--- src/core/adl_pkg.sv ---
// Purpose: Shared constants and types for the front-end data and control link.
// Assumes: One 25 MHz core clock; the front-end reference clock is sampled as a pin.
// Notes: The serial frame is read/write bit, seven address bits, eight data bits.

package adl_pkg;

    // ----------------------------------------------------------------
    // Widths of the sample buses and the control frame
    // ----------------------------------------------------------------
    localparam int TX_WIDTH = 4;
    localparam int RX_WIDTH = 6;
    localparam int ADDR_BITS = 7;
    localparam int DATA_BITS = 8;
    localparam int FRAME_BITS = 16;

    // ----------------------------------------------------------------
    // Field positions inside the sixteen-bit frame and the access word
    // ----------------------------------------------------------------
    localparam int RW_POS = 15;
    localparam int ADDR_MSB = 14;
    localparam int ADDR_LSB = 8;
    localparam int ACCESS_RW_POS = 7;
    localparam int DATA_FIELD_FIRST = 8;

    // ----------------------------------------------------------------
    // Counts and values after reset
    // ----------------------------------------------------------------
    localparam logic [4:0] LAST_BIT = 5'h0F;
    localparam logic [4:0] COUNT_RST = 5'h00;
    localparam logic [15:0] FRAME_RST = 16'h0000;
    localparam logic [7:0] BYTE_RST = 8'h00;
    localparam logic [3:0] TX_RST = 4'h0;
    localparam logic [5:0] RX_RST = 6'h00;

    // ----------------------------------------------------------------
    // Serial control sequencer states
    // ----------------------------------------------------------------
    typedef enum logic [1:0] {
        ST_IDLE,
        ST_WAIT_FALL,
        ST_SHIFT,
        ST_FINISH
    } adl_state_e;

endpackage : adl_pkg

--- src/core/adl_link.sv ---
// Purpose: Transceiver side of the link to the analog front end: sample buses and serial control.
// Assumes: FRONTEND_REF_CLOCK is far slower than CLOCK and is found by sampling it.
// Notes: Outputs toward the front end change after a falling reference edge so they are stable at the rising one.
//
// What this block does
// - Send the four-bit oversampled transmit stream on the parallel transmit sample bus.
// - Each transmit word is transferred on a rising reference clock edge.
// - A control transaction starts with select driven low; idle while select high.
// - The access register value sets read or write and the addressed register.
// - The read/write bit goes out on the serial output line.
// - Each transaction carries exactly sixteen bits, one per rising reference edge.
// - Write data leaves on serial output; read data returns on serial input.
// - Seven address bits then eight data bits, each most significant bit first.

`timescale 1ns/100ps
`default_nettype none

module adl_link (
    input wire logic CLOCK,
    input wire logic RST_B,
    input wire logic FRONTEND_REF_CLOCK,
    input wire logic [3:0] TX_SAMPLE_IN,
    output logic TX_SAMPLE_TAKE,
    output logic [3:0] TX_SAMPLE_OUT,
    input wire logic [5:0] RX_SAMPLE_PIN,
    output logic [5:0] RX_SAMPLE_OUT,
    output logic RX_SAMPLE_STROBE,
    input wire logic ACCESS_WRITE,
    input wire logic [7:0] FRONTEND_ACCESS_REG,
    input wire logic [7:0] FRONTEND_CONFIG_REG,
    input wire logic STATUS_CLEAR,
    output logic STATUS_BUSY,
    output logic STATUS_DONE,
    output logic [7:0] STATUS_READ_DATA,
    output logic FRONTEND_SELECT_N,
    output logic CTL_SERIAL_OUT,
    input wire logic CTL_SERIAL_IN
);

    // ----------------------------------------------------------------
    // Pin synchronisers and reference edge detection
    // ----------------------------------------------------------------
    logic ref_meta, ref_sync, ref_prev;
    logic sin_meta, sin_sync;
    logic [5:0] rx_meta, rx_sync;
    logic ref_rise, ref_fall;

    // Two flops on every pin, plus a third on the reference for edge detection; the first flop never feeds logic.
    always_ff @(posedge CLOCK) begin
        if (!RST_B) begin
            ref_meta <= 1'b0;
            ref_sync <= 1'b0;
            ref_prev <= 1'b0;
            sin_meta <= 1'b0;
            sin_sync <= 1'b0;
            rx_meta <= adl_pkg::RX_RST;
            rx_sync <= adl_pkg::RX_RST;
        end else begin
            ref_meta <= FRONTEND_REF_CLOCK;
            ref_sync <= ref_meta;
            ref_prev <= ref_sync;
            sin_meta <= CTL_SERIAL_IN;
            sin_sync <= sin_meta;
            rx_meta <= RX_SAMPLE_PIN;
            rx_sync <= rx_meta;
        end
    end

    // Edges of the reference clock as seen in the core domain.
    assign ref_rise = ref_sync & ~ref_prev;
    assign ref_fall = ~ref_sync & ref_prev;

    // ----------------------------------------------------------------
    // Sample buses
    // ----------------------------------------------------------------
    logic [3:0] next_tx_out;
    logic [5:0] next_rx_out;
    logic next_rx_strobe;

    // Transmit word changes after a fall so the front end takes it on the rise; receive word taken on the rise.
    always_comb begin
        next_tx_out = ref_fall ? TX_SAMPLE_IN : TX_SAMPLE_OUT;
        next_rx_out = ref_rise ? rx_sync : RX_SAMPLE_OUT;
        next_rx_strobe = ref_rise;
    end

    // Registers for the sample buses.
    always_ff @(posedge CLOCK) begin
        if (!RST_B) begin
            TX_SAMPLE_OUT <= adl_pkg::TX_RST;
            RX_SAMPLE_OUT <= adl_pkg::RX_RST;
            RX_SAMPLE_STROBE <= 1'b0;
        end else begin
            TX_SAMPLE_OUT <= next_tx_out;
            RX_SAMPLE_OUT <= next_rx_out;
            RX_SAMPLE_STROBE <= next_rx_strobe;
        end
    end

    // The modulator advances its stream when a word is taken.
    assign TX_SAMPLE_TAKE = ref_fall;

    // ----------------------------------------------------------------
    // Serial control sequencer
    // ----------------------------------------------------------------
    adl_pkg::adl_state_e state, next_state;
    logic [15:0] frame, next_frame;
    logic [4:0] count, next_count;
    logic [7:0] rd_shift, next_rd_shift;
    logic [7:0] next_read_data;
    logic next_select_n, next_serial_out, next_done;
    logic accept;

    // A new access is taken only while idle; a write during a transfer is ignored.
    assign accept = ACCESS_WRITE && (state == adl_pkg::ST_IDLE);

    // Next values of the sequencer, the pins and the status.
    always_comb begin
        next_state = state;
        next_frame = frame;
        next_count = count;
        next_rd_shift = rd_shift;
        next_read_data = STATUS_READ_DATA;
        next_select_n = FRONTEND_SELECT_N;
        next_serial_out = CTL_SERIAL_OUT;
        next_done = STATUS_DONE & ~STATUS_CLEAR;
        unique case (state)
            adl_pkg::ST_IDLE: begin
                next_select_n = 1'b1;
                if (accept) begin
                    // Read/write bit first, then address, then data, most significant first.
                    next_frame = {FRONTEND_ACCESS_REG, FRONTEND_CONFIG_REG};
                    next_count = adl_pkg::COUNT_RST;
                    next_state = adl_pkg::ST_WAIT_FALL;
                end
            end
            adl_pkg::ST_WAIT_FALL: begin
                if (ref_fall) begin
                    next_select_n = 1'b0;
                    next_serial_out = frame[adl_pkg::RW_POS];
                    next_state = adl_pkg::ST_SHIFT;
                end
            end
            adl_pkg::ST_SHIFT: begin
                if (ref_rise) begin
                    if (count >= 5'(adl_pkg::DATA_FIELD_FIRST)) begin
                        next_rd_shift = {rd_shift[6:0], sin_sync};
                    end
                    if (count == adl_pkg::LAST_BIT) begin
                        next_state = adl_pkg::ST_FINISH;
                    end else begin
                        next_count = count + 5'h01;
                    end
                end else if (ref_fall) begin
                    next_serial_out = frame[4'(adl_pkg::RW_POS) - count[3:0]];
                end
            end
            adl_pkg::ST_FINISH: begin
                if (ref_fall) begin
                    next_select_n = 1'b1;
                    next_serial_out = 1'b0;
                    next_read_data = rd_shift;
                    next_done = 1'b1;
                    next_state = adl_pkg::ST_IDLE;
                end
            end
        endcase
    end

    // Registers of the sequencer.
    always_ff @(posedge CLOCK) begin
        if (!RST_B) begin
            state <= adl_pkg::ST_IDLE;
            frame <= adl_pkg::FRAME_RST;
            count <= adl_pkg::COUNT_RST;
            rd_shift <= adl_pkg::BYTE_RST;
            STATUS_READ_DATA <= adl_pkg::BYTE_RST;
            FRONTEND_SELECT_N <= 1'b1;
            CTL_SERIAL_OUT <= 1'b0;
            STATUS_DONE <= 1'b0;
        end else begin
            state <= next_state;
            frame <= next_frame;
            count <= next_count;
            rd_shift <= next_rd_shift;
            STATUS_READ_DATA <= next_read_data;
            FRONTEND_SELECT_N <= next_select_n;
            CTL_SERIAL_OUT <= next_serial_out;
            STATUS_DONE <= next_done;
        end
    end

    // Busy from the moment an access is taken until select returns high.
    assign STATUS_BUSY = (state != adl_pkg::ST_IDLE);

    // ----------------------------------------------------------------
    // Checks
    // ----------------------------------------------------------------
    logic [4:0] chk_rises;

    // Counts reference rises seen while select is low.
    always_ff @(posedge CLOCK) begin
        if (!RST_B || FRONTEND_SELECT_N) begin
            chk_rises <= adl_pkg::COUNT_RST;
        end else if (ref_rise) begin
            chk_rises <= chk_rises + 5'h01;
        end
    end
endmodule : adl_link

`default_nettype wire

--- config.mk ---
export PLATFORM = sky130hd
export DESIGN_NAME = adl_link
export DESIGN_NICKNAME = d
export VERILOG_FILES = /design/src/core/adl_pkg.sv /design/src/core/adl_link.sv
export SDC_FILE = /design/constraint.sdc
export NUM_CORES = 1
export LEC_CHECK = 0
export BUFFER_PORTS_ARGS = -buffer_cell sky130_fd_sc_hd__buf_2
export CORE_MARGIN = 2
export CORE_UTILIZATION = 52
export DETAILED_ROUTE_END_ITERATION = 8
export PLACE_DENSITY = 0.87
export SYNTH_ARGS = -nofsm -noshare
export SYNTH_HDL_FRONTEND = slang
export SYNTH_SLANG_ARGS = --single-unit
export TNS_END_PERCENT = 1
--- constraint.sdc ---
create_clock -name CLOCK -period 3.48 [get_ports CLOCK]
set_input_delay 0.87 -clock CLOCK [delete_from_list [all_inputs] [get_ports CLOCK]]
set_output_delay 0.87 -clock CLOCK [all_outputs]
set_load 0.03 [all_outputs]
==> results_dict.tcl <==
set metrics [dict create \
    grt_pass1_vias 2093 \
    critPathCapture "STATUS_BUSY" \
    p_clk_frac 0.286 \
    p_sw_uw 586 \
    drv_slew 0 \
    cp_max_fo 7 \
    postCtsSetupBuffers 0 \
    cts_buffer_depth 2 \
    min_delay_path_depth 1 \
    placementRows 26 \
    area_growth_pct 15.9 \
    timing.final.crit_share 0.684 \
    wl_mm 5.24 \
    worstMarginPinSlew_ns 1.02 \
    power_frac_comb 0.226 \
    die_y_um 76.6 \
    crit_required_ns 2.61 \
    placed_cell_area_sq_mm 0.00302 \
    syn_inst 304 \
    vias_per_cell 5.03 \
    layout_commonest_cell "dfxtp_1" \
    slew-limit-headroom 0.314 \
    fmax_ghz 0.420 \
    cp-start-kind "register" \
    synth-seq-area-share 0.511 \
    antenna_found_initial 0 \
    hold_path.class "reg -> reg" \
    vias 2148 \
    syn_avg_cell_area_sq_um 9.01 \
    cts_sinks 70 \
    cp.arrival_ns 1.51 \
    reg2reg_from "count[1]" \
    finalClockSkew_ns 0.00428 \
    synth_seq_cells 70 \
    rrSetupSlack_ns 1.26 \
    drtAntennaViolNets 0 \
    detail_route.iter0.violations 131 \
    end_kind "output pin" \
    synth_nets 343 \
    ys_warn_count 0 \
    cap_violations 0 \
    clock_latency_ns 0.34 \
    cts_made_buffers 9 \
    die_width_um 76.6 \
    final_layout_size_suffix_gt1_frac 0.221 \
    root_buffer "clkbuf_8" \
    async_reset_ff_frac 0 \
    dieArea_sq_mm 0.00587 \
    initial_core_util 0.537 \
    drc 0 \
    synthFlopType "dfxtp_1" \
    grtUsageTotal 0.196 \
    final_cell_mix "dfxtp_1 (70), nand2_1 (64), buf_2 (55), a21oi_1 (38), nor2_1 (18)" \
    max-vdd-ir-drop_uv 272 \
    io_buffers 55 \
    period_needed_ns 2.38 \
    ios 56 \
    placed_cells 412 \
    finish.instance_area_sq_mm 0.00318 \
    rsz0062_at_grt "no" \
    power_mw 1.86 \
    fin_tns_setup_ns 0 \
    power_density_mw_per_mm2 586 \
    power_frac_seq 0.488 \
    grt_pass1_wl_mm 9.01 \
    r2r_end "count[1]" \
    fin_util 0.622 \
    status "complete, no violations" \
    final_cells 427 \
    routedWlPerCell_um 12.3 \
    mappedNetlistArea_sq_mm 0.00274 \
    hold_violations 0 \
    gp_congestion 0.810 \
    first_pass_iters 5 \
    finalSetupViolations 0 \
    netSwitchingFraction 0.315 \
    grt_start_max_net_pins 28 \
    path_clk_slew_ns 0.07 \
    cts_tree "yes" \
    synth.distinct_cells 35 \
    core-area_sq_mm 0.00511 \
    dp_hpwl_mm 3.70 \
    holdBufCountCts 0 \
    htreeDepth 3 \
    antenna_cells 0 \
    worstRegToRegCells 7 \
    layout.nets 392 \
    cts.repair.resized 0 \
    p_leak_nw 1.30 \
    intPower_mw 1.28 \
    critical_path_class "reg -> out" \
    cp-startpoint "state[0]" \
    overflow 0 \
    synth_edf_count 0 \
]
final cells by class:
class / count / area [sq um]
clock buffers: 11 / 131
clock inverters: 4 / 25.0
fillers: 463 / 1930
inverters: 10 / 37.5
multi-input cells: 206 / 1210
flip-flops and latches: 70 / 1400
well taps: 70 / 87.6
repair buffers: 56 / 283
sequential cells by signal, summed over array words and instances (netlist names):
name and cells:
TX_SAMPLE_OUT 4, rx_meta 6, STATUS_DONE 1, sin_meta 1, ref_meta 1, CTL_SERIAL_OUT 1, sin_sync 1, state 2
RX_SAMPLE_STROBE 1, FRONTEND_SELECT_N 1, rx_sync 6, ref_sync 1, RX_SAMPLE_OUT 6, frame 16, STATUS_READ_DATA 8, rd_shift 8
count 5, ref_prev 1
per-stage QoR:
step	hold WS (ns)	worst slack, ns
2_1_floorplan	0.412	1.48
3_3_place_gp	0.414	1.18
3_5_place_dp	0.419	1.15
4_1_cts	0.436	1.08
5_1_grt	0.453	0.970
6_report	0.435	1.10
worst min path at each step:
stage	startpoint	to	slack, ns
2_1_floorplan	ref_meta	ref_sync	0.41
3_3_place_gp	rx_meta[4]	rx_sync[4]	0.41
3_5_place_dp	rx_meta[1]	rx_sync[1]	0.42
4_1_cts	rx_meta[1]	rx_sync[1]	0.44
5_1_grt	rx_meta[1]	rx_sync[1]	0.45
6_report	rx_meta[1]	rx_sync[1]	0.43
power groups by stage:
stage	Clock (mW)	Sequential, mW	Combinational (mW)
2_1_floorplan	0	0.931	0.312
3_3_place_gp	0	0.921	0.401
3_5_place_dp	0	0.926	0.416
4_1_cts	0.548	0.908	0.420
5_1_grt	0.583	0.917	0.472
6_report	0.533	0.909	0.421
Yosys cell counts (all sizes together), types with 4 or more instances:
library cell | n | area share
a21oi | 39 | 0.073
mux2i | 15 | 0.055
nand3 | 10 | 0.018
inv | 10 | 0.014
nand2b | 4 | 0.012
clkbuf | 11 | 0.016
buf | 7 | 0.017
dfxtp | 70 | 0.51
nor2 | 19 | 0.027
and2 | 17 | 0.039
ha | 7 | 0.032
nand2 | 64 | 0.088
layer usage:
layer | global-route usage | vias up | part of all wire
li1 | - | 1104 | -
met1 | 0.222 | 968 | 0.43
met2 | 0.322 | 63 | 0.48
met3 | 0.0604 | 13 | 0.057
met4 | 0.124 | 0 | 0.026
met5 | 0 | - | 0
cells by family (layout without fill, tap and decap cells):
| kind of cell | count (synthesis) | in the layout | synth area share |
|---|---|---|---|
| adder cells (fa/ha/maj) | 7 | 7 | 0.0320 |
| AND/OR/NAND/NOR | 128 | 128 | 0.219 |
| flip-flops | 70 | 70 | 0.511 |
| AO/OA/AOI/OAI | 50 | 50 | 0.105 |
| XOR/XNOR | 1 | 1 | 0.00320 |
| multiplexers | 20 | 20 | 0.0836 |
| buffers and inverters | 28 | 81 | 0.0466 |
critical path: stages (launching register included):
cell and delay, ns:
dfxtp_1 0.43, inv_1 0.10, ha_1 0.30, inv_1 0.13
buf_2 0.21
No activity file was read; power rests on OpenSTA's default activity.
